==> src/fpcd_pkg.sv <==
// Package of the flash protect command sequencer: codes, bus addresses, register map and timing.
// Assumes a 20 MHz system clock and a x16 flash whose command addresses are word addresses.
package fpcd_pkg;

    // ------------------------------------------------------------------
    // Timing
    // ------------------------------------------------------------------
    localparam int CLK_NS       = 50;
    localparam int T_WP_NS      = 35;   // Least write strobe low time.
    localparam int T_WPH_NS     = 30;   // Least write strobe high time.
    localparam int T_ACC_NS     = 110;  // Read access time.
    localparam int T_RP_NS      = 500;  // Hardware reset pulse.
    localparam int WP_CYC       = (T_WP_NS + CLK_NS - 1) / CLK_NS;
    localparam int WPH_CYC      = (T_WPH_NS + CLK_NS - 1) / CLK_NS;
    localparam int ACC_CYC      = (T_ACC_NS + CLK_NS - 1) / CLK_NS + 1;
    localparam int RP_CYC       = (T_RP_NS + CLK_NS - 1) / CLK_NS;

    // ------------------------------------------------------------------
    // Command codes and unlock addresses
    // ------------------------------------------------------------------
    localparam logic [15:0] A_555 = 16'h0555;
    localparam logic [15:0] A_2AA = 16'h02aa;
    localparam logic [15:0] A_55  = 16'h0055;
    localparam logic [15:0] A_00  = 16'h0000;
    localparam logic [7:0] C_AA = 8'haa, C_55 = 8'h55, C_90 = 8'h90, C_00 = 8'h00, C_01 = 8'h01;
    localparam logic [7:0] C_F0 = 8'hf0, C_98 = 8'h98, C_A0 = 8'ha0, C_25 = 8'h25, C_29 = 8'h29;
    localparam logic [7:0] C_20 = 8'h20, C_80 = 8'h80, C_30 = 8'h30, C_B0 = 8'hb0, C_88 = 8'h88;
    localparam logic [7:0] C_03 = 8'h03;
    localparam logic [7:0] C_SET_LOCKREG = 8'h40;
    localparam logic [7:0] C_SET_PW      = 8'h60;
    localparam logic [7:0] C_SET_PPB     = 8'hc0;
    localparam logic [7:0] C_SET_FREEZE  = 8'h50;
    localparam logic [7:0] C_SET_DYB     = 8'he0;
    localparam logic [15:0] A_AS_PROT    = 16'h0002;
    localparam logic [15:0] A_AS_SECURE  = 16'h0003;
    localparam int BIT_SERIAL  = 7;
    localparam int BIT_LOCK    = 0;

    // ------------------------------------------------------------------
    // Software register map (word index)
    // ------------------------------------------------------------------
    localparam logic [7:0] R_CTRL   = 8'h00;
    localparam logic [7:0] R_ADDR   = 8'h01;
    localparam logic [7:0] R_DATA   = 8'h02;
    localparam logic [7:0] R_COUNT  = 8'h03;
    localparam logic [7:0] R_STATUS = 8'h04;
    localparam logic [7:0] R_RDATA  = 8'h05;
    localparam logic [7:0] R_BUF    = 8'h10;
    localparam int CTRL_OP_LSB  = 0;
    localparam int CTRL_ERS_DONE = 8;

    typedef enum logic [5:0] {
        OP_RESET, OP_READ, OP_AS_PROT, OP_AS_SECURE, OP_CFI, OP_PROGRAM, OP_WTB, OP_WTB_ABORT,
        OP_UB_ENTRY, OP_UB_PROGRAM, OP_UB_ERASE, OP_UB_RESET, OP_SECTOR_ERASE, OP_SUSPEND,
        OP_RESUME, OP_SEC_ENTRY, OP_SEC_PROGRAM, OP_SEC_READ, OP_SEC_EXIT, OP_SET_ENTRY,
        OP_SET_EXIT, OP_SET_PROGRAM, OP_SET_READ, OP_PW_UNLOCK, OP_PPB_ERASE, OP_HW_RESET
    } fpcd_op_e;

    typedef enum logic [3:0] {
        M_READ, M_AUTOSEL, M_BYPASS, M_SECURED, M_LOCKREG, M_PASSWORD, M_PPB, M_FREEZE, M_DYB
    } fpcd_mode_e;

    typedef struct packed {
        logic [15:0] addr;
        logic [15:0] data;
        logic        rd;
        logic        last;
    } fpcd_step_s;

endpackage

==> src/fpcd_host.sv <==
// Host controller that issues command sequences to a parallel NOR flash over its strobe pins.
// Assumes software on a plain strobe port and a flash answering reads within the access time.
`timescale 1ns/1ns

// What this block does
// - Address set before fall, data held past rise.
// - Only legal sequences issued; reset restores reading.
// - Buffer load addresses stay in one page.
// - Word count is locations minus one.
// - Secured commands after entry; exit required.
// - Set entry selects by third data code.
// - Set exit is 90 then 00.
// - Lock erase 80/30; lock program A0/00.
// - Password portions by two low address bits.
// - Unlock sends all seven cycles with portions.
module fpcd_host
    import fpcd_pkg::*;
#(
    parameter int FA_W       = 24,
    parameter int PAGE_BITS  = 4,
    parameter int BUF_DEPTH  = 16
) (
    // Clock and reset
    input  wire logic              clk,
    input  wire logic              rst,
    // Software register port
    input  wire logic [7:0]        sw_addr,
    input  wire logic [31:0]       sw_wdata,
    input  wire logic              sw_wr,
    input  wire logic              sw_rd,
    output logic      [31:0]       sw_rdata,
    // Flash pins
    output logic      [FA_W-1:0]   fl_addr,
    output logic      [15:0]       fl_dq_out,
    output logic                   fl_dq_oe,
    input  wire logic [15:0]       fl_dq_in,
    output logic                   fl_ce_n,
    output logic                   fl_we_n,
    output logic                   fl_oe_n,
    output logic                   fl_reset_n
);

    typedef enum logic [2:0] {S_IDLE, S_SETUP, S_LOW, S_HIGH, S_RST} fpcd_state_e;

    // ------------------------------------------------------------------
    // State
    // ------------------------------------------------------------------
    fpcd_state_e state_q, state_d;
    fpcd_mode_e  mode_q, mode_d;
    fpcd_op_e    op_q, op_d;
    logic [15:0] addr_q, addr_d, data_q, data_d, rdata_q, rdata_d;
    logic [7:0]  count_q, count_d, cnt_q, cnt_d;
    logic [4:0]  step_q, step_d;
    logic        err_q, err_d, erasing_q, erasing_d, susp_q, susp_d, prot_q, prot_d, serial_q, serial_d;
    logic [15:0] buf_q [BUF_DEPTH];
    logic [31:0] sw_rdata_d;
    fpcd_step_s  cur;
    logic [15:0] buf_word;
    int          buf_idx;

    // Address within the write buffer page of the starting address.
    function automatic logic [15:0] page_addr(logic [15:0] base, int idx);
        logic [15:0] off;
        off = base + 16'(idx);
        return {base[15:PAGE_BITS], off[PAGE_BITS-1:0]};
    endfunction

    function automatic fpcd_step_s mk(logic [15:0] a, logic [7:0] d, logic rd, logic last);
        return '{addr: a, data: {8'h00, d}, rd: rd, last: last};
    endfunction

    // Step k of the sequence for an order; unlock pair first where the order starts with one.
    function automatic fpcd_step_s step_of(fpcd_op_e op, int k, logic [15:0] a, logic [15:0] d,
                                            logic [7:0] wc, logic [15:0] bw, fpcd_mode_e m);
        fpcd_step_s s;
        logic [7:0] c3;
        s = mk(A_00, C_00, 1'b0, 1'b1);
        c3 = C_00;
        case (op)
            OP_AS_PROT, OP_AS_SECURE, OP_SEC_EXIT: c3 = C_90;
            OP_PROGRAM, OP_SEC_PROGRAM:            c3 = C_A0;
            OP_WTB_ABORT:                          c3 = C_F0;
            OP_UB_ENTRY:                           c3 = C_20;
            OP_SECTOR_ERASE:                       c3 = C_80;
            OP_SEC_ENTRY:                          c3 = C_88;
            OP_SET_ENTRY:                          c3 = d[7:0];
            default:                               c3 = C_00;
        endcase
        case (op)
            OP_RESET:     s = mk(A_00, C_F0, 1'b0, 1'b1);
            OP_READ, OP_SEC_READ: s = mk(a, C_00, 1'b1, 1'b1);
            OP_CFI:       s = mk(A_55, C_98, 1'b0, 1'b1);
            OP_SUSPEND:   s = mk(A_00, C_B0, 1'b0, 1'b1);
            OP_RESUME:    s = mk(A_00, C_30, 1'b0, 1'b1);
            OP_UB_PROGRAM, OP_SET_PROGRAM:
                s = (k == 0) ? mk(A_00, C_A0, 1'b0, 1'b0)
                             : '{addr: a, data: (m == M_PPB || m == M_FREEZE) ? 16'h0000 :
                                 (m == M_DYB) ? {8'h00, d[7:0]} : d, rd: 1'b0, last: 1'b1};
            OP_UB_ERASE:  s = (k == 0) ? mk(A_00, C_80, 1'b0, 1'b0) : mk(a, C_30, 1'b0, 1'b1);
            OP_UB_RESET, OP_SET_EXIT:
                s = (k == 0) ? mk(A_00, C_90, 1'b0, 1'b0) : mk(A_00, C_00, 1'b0, 1'b1);
            OP_PPB_ERASE: s = (k == 0) ? mk(A_00, C_80, 1'b0, 1'b0) : mk(A_00, C_30, 1'b0, 1'b1);
            OP_SET_READ:  s = mk(a, C_00, 1'b1, 1'b1);
            OP_PW_UNLOCK: begin
                case (k)
                    0:       s = mk(A_00, C_25, 1'b0, 1'b0);
                    1:       s = mk(A_00, C_03, 1'b0, 1'b0);
                    6:       s = mk(A_00, C_29, 1'b0, 1'b1);
                    default: s = '{addr: 16'(k - 2), data: bw, rd: 1'b0, last: 1'b0};
                endcase
            end
            OP_WTB: begin
                if (k == 0) begin
                    s = mk(A_555, C_AA, 1'b0, 1'b0);
                end else if (k == 1) begin
                    s = mk(A_2AA, C_55, 1'b0, 1'b0);
                end else if (k == 2) begin
                    s = mk(a, C_25, 1'b0, 1'b0);
                end else if (k == 3) begin
                    s = mk(a, wc, 1'b0, 1'b0);
                end else if (k <= 4 + int'(wc)) begin
                    s = '{addr: page_addr(a, k - 4), data: bw, rd: 1'b0, last: 1'b0};
                end else begin
                    s = mk(a, C_29, 1'b0, 1'b1);
                end
            end
            default: begin
                case (k)
                    0:       s = mk(A_555, C_AA, 1'b0, 1'b0);
                    1:       s = mk((op == OP_WTB_ABORT) ? a : A_2AA, C_55, 1'b0, 1'b0);
                    2:       s = mk(A_555, c3, 1'b0, op inside {OP_WTB_ABORT, OP_UB_ENTRY, OP_SEC_ENTRY, OP_SET_ENTRY});
                    3: begin
                        case (op)
                            OP_AS_PROT:   s = mk(a | A_AS_PROT, C_00, 1'b1, 1'b1);
                            OP_AS_SECURE: s = mk(A_AS_SECURE, C_00, 1'b1, 1'b1);
                            OP_SEC_EXIT:  s = mk(A_00, C_00, 1'b0, 1'b1);
                            OP_SECTOR_ERASE: s = mk(A_555, C_AA, 1'b0, 1'b0);
                            default:      s = '{addr: a, data: d, rd: 1'b0, last: 1'b1};
                        endcase
                    end
                    4:       s = mk(A_2AA, C_55, 1'b0, 1'b0);
                    default: s = mk(a, C_30, 1'b0, 1'b1);
                endcase
            end
        endcase
        return s;
    endfunction

    // Whether an order may be issued in the current mode.
    function automatic logic legal(fpcd_op_e op, fpcd_mode_e m, logic ers, logic sus, logic [7:0] wc,
                                   logic [7:0] sel);
        logic ok;
        logic prot;
        prot = m inside {M_LOCKREG, M_PASSWORD, M_PPB, M_FREEZE, M_DYB};
        case (op)
            OP_HW_RESET:                ok = 1'b1;
            OP_READ:                    ok = (m == M_READ) || (m == M_BYPASS);
            OP_RESET:                   ok = !prot && m != M_BYPASS && m != M_SECURED;
            OP_CFI:                     ok = (m == M_READ) || (m == M_AUTOSEL);
            OP_AS_PROT, OP_AS_SECURE:   ok = (m == M_READ) && (!ers || sus);
            OP_PROGRAM:                 ok = (m == M_READ) && (!ers || sus);
            OP_WTB:                     ok = (m == M_READ) && !ers && int'(wc) < BUF_DEPTH;
            OP_WTB_ABORT:               ok = (m == M_READ);
            OP_UB_ENTRY, OP_SEC_ENTRY:  ok = (m == M_READ) && !ers;
            OP_UB_PROGRAM, OP_UB_ERASE, OP_UB_RESET: ok = (m == M_BYPASS);
            OP_SECTOR_ERASE:            ok = (m == M_READ) && !ers;
            OP_SUSPEND:                 ok = ers && !sus;
            OP_RESUME:                  ok = sus && (m == M_READ);
            OP_SEC_PROGRAM, OP_SEC_READ, OP_SEC_EXIT: ok = (m == M_SECURED);
            OP_SET_ENTRY:               ok = (m == M_READ) && !ers && sel inside {C_SET_LOCKREG, C_SET_PW,
                                             C_SET_PPB, C_SET_FREEZE, C_SET_DYB};
            OP_SET_EXIT, OP_SET_PROGRAM: ok = prot;
            OP_SET_READ:                ok = prot && m != M_PASSWORD;
            OP_PW_UNLOCK:               ok = (m == M_PASSWORD);
            OP_PPB_ERASE:               ok = (m == M_PPB);
            default:                    ok = 1'b0;
        endcase
        return ok;
    endfunction

    function automatic fpcd_mode_e set_mode(logic [7:0] sel);
        case (sel)
            C_SET_LOCKREG: return M_LOCKREG;
            C_SET_PW:      return M_PASSWORD;
            C_SET_PPB:     return M_PPB;
            C_SET_FREEZE:  return M_FREEZE;
            default:       return M_DYB;
        endcase
    endfunction

    // ------------------------------------------------------------------
    // Sequencer
    // ------------------------------------------------------------------
    always_comb begin
        buf_idx = 0;
        if (op_q == OP_WTB && step_q >= 5'd4) begin
            buf_idx = int'(step_q) - 4;
        end else if (op_q == OP_PW_UNLOCK && step_q >= 5'd2) begin
            buf_idx = int'(step_q) - 2;
        end
        if (buf_idx >= BUF_DEPTH) begin
            buf_idx = 0;
        end
        buf_word = buf_q[buf_idx];
        cur = step_of(op_q, int'(step_q), addr_q, data_q, count_q, buf_word, mode_q);
    end

    always_comb begin
        state_d   = state_q;
        mode_d    = mode_q;
        op_d      = op_q;
        addr_d    = addr_q;
        data_d    = data_q;
        count_d   = count_q;
        cnt_d     = cnt_q;
        step_d    = step_q;
        err_d     = err_q;
        erasing_d = erasing_q;
        susp_d    = susp_q;
        rdata_d   = rdata_q;
        prot_d    = prot_q;
        serial_d  = serial_q;
        if (sw_wr && sw_addr == R_ADDR) addr_d = sw_wdata[15:0];
        if (sw_wr && sw_addr == R_DATA) data_d = sw_wdata[15:0];
        if (sw_wr && sw_addr == R_COUNT) count_d = sw_wdata[7:0];
        if (sw_wr && sw_addr == R_CTRL && sw_wdata[CTRL_ERS_DONE]) begin
            erasing_d = 1'b0;
            susp_d    = 1'b0;
        end
        case (state_q)
            S_IDLE: begin
                if (sw_wr && sw_addr == R_CTRL && !sw_wdata[CTRL_ERS_DONE]) begin
                    op_d   = fpcd_op_e'(sw_wdata[CTRL_OP_LSB +: 6]);
                    step_d = '0;
                    if (!legal(op_d, mode_q, erasing_q, susp_q, count_q, data_q[7:0])) begin
                        err_d = 1'b1;
                    end else if (op_d == OP_HW_RESET) begin
                        err_d   = 1'b0;
                        state_d = S_RST;
                        cnt_d   = 8'(RP_CYC);
                    end else begin
                        err_d   = 1'b0;
                        state_d = S_SETUP;
                    end
                end
            end
            S_SETUP: begin
                state_d = S_LOW;
                cnt_d   = cur.rd ? 8'(ACC_CYC) : 8'(WP_CYC);
            end
            S_LOW: begin
                cnt_d = cnt_q - 8'd1;
                if (cnt_q == 8'd1) begin
                    state_d = S_HIGH;
                    cnt_d   = 8'(WPH_CYC);
                    if (cur.rd) begin
                        rdata_d = fl_dq_in;
                        case (mode_q)
                            M_PPB, M_DYB: prot_d = !fl_dq_in[BIT_LOCK];
                            M_FREEZE:     prot_d = fl_dq_in[BIT_LOCK];
                            default:      prot_d = (fl_dq_in[7:0] == C_01);
                        endcase
                        if (op_q == OP_AS_SECURE) serial_d = fl_dq_in[BIT_SERIAL];
                    end
                end
            end
            S_HIGH: begin
                cnt_d = cnt_q - 8'd1;
                if (cnt_q == 8'd1) begin
                    step_d  = step_q + 5'd1;
                    state_d = cur.last ? S_IDLE : S_SETUP;
                    if (cur.last) begin
                        case (op_q)
                            OP_RESET, OP_SET_EXIT, OP_UB_RESET, OP_SEC_EXIT: mode_d = M_READ;
                            OP_AS_PROT, OP_AS_SECURE: mode_d = M_AUTOSEL;
                            OP_UB_ENTRY:     mode_d = M_BYPASS;
                            OP_SEC_ENTRY:    mode_d = M_SECURED;
                            OP_SET_ENTRY:    mode_d = set_mode(data_q[7:0]);
                            OP_SECTOR_ERASE, OP_UB_ERASE: erasing_d = 1'b1;
                            OP_SUSPEND:      susp_d = 1'b1;
                            OP_RESUME:       susp_d = 1'b0;
                            default:         mode_d = mode_q;
                        endcase
                    end
                end
            end
            S_RST: begin
                cnt_d = cnt_q - 8'd1;
                if (cnt_q == 8'd1) begin
                    state_d   = S_IDLE;
                    mode_d    = M_READ;
                    erasing_d = 1'b0;
                    susp_d    = 1'b0;
                end
            end
            default: state_d = S_IDLE;
        endcase
    end

    always_ff @(posedge clk) begin
        if (rst) begin
            state_q <= S_IDLE;
            mode_q <= M_READ;
            op_q <= OP_READ;
            addr_q <= '0;
            data_q <= '0;
            count_q <= '0;
            cnt_q <= '0;
            step_q <= '0;
            err_q <= 1'b0;
            erasing_q <= 1'b0;
            susp_q <= 1'b0;
            rdata_q <= '0;
            prot_q <= 1'b0;
            serial_q <= 1'b0;
        end else begin
            state_q <= state_d;
            mode_q <= mode_d;
            op_q <= op_d;
            addr_q <= addr_d;
            data_q <= data_d;
            count_q <= count_d;
            cnt_q <= cnt_d;
            step_q <= step_d;
            err_q <= err_d;
            erasing_q <= erasing_d;
            susp_q <= susp_d;
            rdata_q <= rdata_d;
            prot_q <= prot_d;
            serial_q <= serial_d;
        end
    end

    // Buffer words carry the write-buffer data and the four password portions.
    always_ff @(posedge clk) begin
        if (sw_wr && sw_addr >= R_BUF && int'(sw_addr - R_BUF) < BUF_DEPTH) begin
            buf_q[int'(sw_addr - R_BUF)] <= sw_wdata[15:0];
        end
    end

    // ------------------------------------------------------------------
    // Register read and pins
    // ------------------------------------------------------------------
    always_comb begin
        sw_rdata_d = '0;
        if (sw_rd) begin
            case (sw_addr)
                R_ADDR:   sw_rdata_d = {16'h0000, addr_q};
                R_DATA:   sw_rdata_d = {16'h0000, data_q};
                R_COUNT:  sw_rdata_d = {24'h000000, count_q};
                R_STATUS: sw_rdata_d = {21'h000000, mode_q, serial_q, prot_q, susp_q, erasing_q,
                                        err_q, 1'b0, (state_q != S_IDLE)};
                R_RDATA:  sw_rdata_d = {16'h0000, rdata_q};
                default:  sw_rdata_d = '0;
            endcase
        end
    end

    always_ff @(posedge clk) begin
        if (rst) begin
            sw_rdata <= '0;
        end else begin
            sw_rdata <= sw_rdata_d;
        end
    end

    // Address and data stand through setup, low and high phases, so the flash sees the address
    // before the falling strobe and the data well past the rising one.
    always_comb begin
        fl_addr    = FA_W'(cur.addr);
        fl_dq_out  = cur.data;
        fl_dq_oe   = (state_q inside {S_SETUP, S_LOW, S_HIGH}) && !cur.rd;
        fl_ce_n    = !(state_q == S_LOW);
        fl_we_n    = !(state_q == S_LOW && !cur.rd);
        fl_oe_n    = !(state_q == S_LOW && cur.rd);
        fl_reset_n = !(rst || state_q == S_RST);
    end

endmodule

==> config.mk <==
export PLATFORM = sky130hd
export DESIGN_NAME = fpcd_host
export DESIGN_NICKNAME = d
export VERILOG_FILES = /design/src/fpcd_pkg.sv /design/src/fpcd_host.sv
export SDC_FILE = /design/constraint.sdc
export NUM_CORES = 1
export LEC_CHECK = 0
export ABC_AREA = 1
export BUFFER_PORTS_ARGS = -buffer_cell sky130_fd_sc_hd__buf_2
export CELL_PAD_IN_SITES_DETAIL_PLACEMENT = 1
export CELL_PAD_IN_SITES_GLOBAL_PLACEMENT = 1
export CORE_MARGIN = 2
export CORE_UTILIZATION = 34
export CTS_BUF_LIST = sky130_fd_sc_hd__clkbuf_4 sky130_fd_sc_hd__clkbuf_8 sky130_fd_sc_hd__clkbuf_16
export CTS_CLUSTER_SIZE = 24
export DETAILED_ROUTE_END_ITERATION = 7
export PLACE_DENSITY_LB_ADDON = 0.1
export RECOVER_POWER = 50
export SLEW_MARGIN = 30
export SYNTH_ARGS = -nofsm -noshare
export SYNTH_HDL_FRONTEND = slang
export SYNTH_SLANG_ARGS = --single-unit
==> constraint.sdc <==
create_clock -name clk -period 3.5 [get_ports clk]
set_clock_uncertainty 0.05 [all_clocks]
set_input_delay 0.35 -clock clk [delete_from_list [all_inputs] [get_ports clk]]
set_output_delay 0.35 -clock clk [all_outputs]
set_load 0.01 [all_outputs]
==> reports/metrics.cfg <==
[pwr]
vdd_drop_max_v = 0.000398
p_leak_nw = 8.76
powerDensity_mw_per_mm2 = 402

[synthesis]
yosys_warnings = 0
ys.flop_type = edfxtp_1
async_reset_ff_frac = 0
syn_inst = 1973
ys_types = 56
synth_area_mm2 = 0.0175
synth_area_per_cell_um2 = 8.85
synthTopCellsByCount = 386 x nand2_1, 256 x edfxtp_1, 225 x nor2_1
synth_edf_count = 256
yosys.area.top_type_share = 0.440
synth_seq_cells = 359
ys_top_cells_by_area = edfxtp_1 44%, dfxtp_1 12%, nand2_1 8.3%
yosys.area.top_type = edfxtp_1
seq_area_frac_synth = 0.559
synth_most_common_cell = nand2_1

[critical_path]
path_class = register to output port
crit_arrival_ns = 3.35
max_stage_delay_ns = 0.36
cp.depth = 21
crit_family = simple AND/OR/NAND/NOR gates
crit_path_top_delay_cell = dfxtp_4
crit_chain = inv_8, buf_4, ha_2, nand2_1, nor2_4, nand3_2, nand2_2, nand2_2, nand2_4, buf_6, nand2_8, clkinv_8, buf_12, nand3_1, nand3_2, nand3_2, nand2_1, nand2_1, a21oi_1, nand3_1, buf_2
critPathMaxFanout = 11
critPathRequiredTime_ns = 3.10
crit_buf_inv = 6
startpoint_type = register
reg2regPathDepth = 16
cp-end-kind = output port

[drt]
vias = 15700
wl_um = 72000
drc = 0
drt_iter0_drc = 1154
viasPerCell = 5.38
ant_nets = 0
drtPass1Iterations = 5
post_drt_wl_per_cell_um = 24.6

[timing]
tightest_slew_ns = 1.57
setup_slack_ns = -0.254
max_freq_mhz = 266
max_slew_margin = -0.0474
setup_viol = 16
worst_hold_slack_ns = 0.0246
hold_viol = 0
finalCriticalPeriod_ns = 3.75
period_share = 1.07
slew_violations = 50
grt_setup_unrepaired = yes

[cts]
clkSlewWorstSetupHoldPaths_ns = 0.06
cts_buffers = 42
clock_path_buffers = 3
cts_root_buffer = clkbuf_16
h-tree-depth = 2
clock_latency_ns = 0.58
cts_sinks = 359
cts_tree = yes

[placement]
gp_congestion = 0.917
dpl.hpwl_um = 47300
place_worst_setup_slack_ns = -0.0232
dp.cells = 2776
portBuffers = 96

[grt]
grt.total_usage = 0.266
antenna_found_initial = 2
grt_start_max_net_pins = 62
grt_first_pass_wirelength_um = 105000
grt_pass1_vias = 16300
grt-ovfl-total = 0

[die]
design.core.area_mm2 = 0.0510
die_h_um = 231
die_w_um = 231
rows = 83
floorplan.initialDensity = 0.342
die-area_mm2 = 0.0532
ios = 137

[final_layout]
area_growth_pct = 32.1
drive_gt1_frac = 0.237
nFillCells = 5800
utilization = 0.452
instances_no_fill = 2924
fin_nets = 2298

[min_path]
min_delay_path_depth = 3
min_path_type = input pin to register

[run_status]
status = finished, violations left
violations = capacitance limit, slew limit, setup timing

[run]
cap_viol_max_count = 3

[worst reg2reg max path: cells and delay by family (launching register included)]
kind | cells | cell delay [ns]
buffers and inverters | 8 | 1.12
AND/OR/NAND/NOR | 6 | 0.91
flip-flops | 1 | 0.38
adder cells (fa/ha/maj) | 1 | 0.21
AO/OA/AOI/OAI | 1 | 0.09
[metal layers]
| metal | up-vias | part of all wire | global-route usage |
|---|---|---|---|
| met5 | - | 0 | 0 |
| met4 | 0 | 0.042 | 0.111 |
| met3 | 136 | 0.041 | 0.0388 |
| met2 | 369 | 0.50 | 0.459 |
| met1 | 7961 | 0.42 | 0.333 |
| li1 | 7271 | - | - |
[cell families (layout without fill, tap and decap cells)]
kind of cell | count (synthesis) | after routing | share of synthesized area
xor gates and xnor gates | 9 | 9 | 0.00452
adders and majority gates | 24 | 24 | 0.0176
DFF | 359 | 359 | 0.559
buffers and inverters | 290 | 537 | 0.0716
AOI/OAI and AO/OA | 401 | 401 | 0.130
other | 1 | 25 | 0.000215
and+or+nand+nor | 889 | 889 | 0.217
[cells in the final DEF, fill, tap and decap left out, types with 47 or more instances in the layout]
cell / count
o21ai_0: 131
clkbuf_16: 47
nor2_1: 186
edfxtp_1: 256
a21oi_1: 116
inv_1: 170
buf_4: 103
nand3_1: 133
buf_2: 51
nand3_2: 61
nand2_1: 360
dfxtp_1: 96
[final timing paths]
path                             startpoint            to  slack [ns]
worst min-delay path            fl_dq_in[3]    rdata_q[3]        0.02
worst min register to register   rdata_q[5]    rdata_q[5]        0.40
worst max register to register    step_q[1]      serial_q        0.60
worst max-delay path              step_q[2]  fl_dq_out[2]       -0.25
[registers in the layout, summed over array words and instances (netlist names), 3 cells and up]
register / count
state_q: 3
sw_rdata: 16
op_q: 6
step_q: 5
cnt_q: 8
buf_q: 256
data_q: 16
mode_q: 4
addr_q: 16
count_q: 8
rdata_q: 16
[cell type report]
class	count	area (µm²)	share of cell area
Multi-Input combinational cell	1347	7690	0.334
Clock buffer	54	1160	0.0502
Sequential cell	359	9760	0.423
Tap cell	680	851	0.0369
Antenna cell	1	2.50	0.000109
Clock inverter	19	234	0.0101
Inverter	193	782	0.0339
Timing Repair Buffer	271	2580	0.112
[metrics by stage]
| stage | cell area (µm²) | power [mW] | TNS (ns) |
|---|---|---|---|
| finish | 23100 | 9.28 | -2.83 |
| CTS | 22400 | 9.35 | -3.17 |
| global route | 23100 | 9.54 | -5.62 |
| floorplan | 17500 | 4.74 | 0 |
| detailed placement | 19300 | 4.85 | -0.0415 |
| global placement | 19300 | 4.85 | -0.0222 |
[power breakdown]
part           leakage [nW]  switching (mW)  internal, mW
logic                  4.94           0.172        0.0466
clock network         0.685            1.85          2.65
registers              3.13         0.00350          4.55
total                  8.76            2.03          7.25
[what timing repair did]
item	in CTS	in global routing
cloned	16	5
resized for setup	218	132
endpoints found under the setup margin	33	32
hold buffers	9	0
setup buffers	30	18
pin swaps	52	76
hold endpoints to repair	9	0
(Power assumes the default switching activity.)
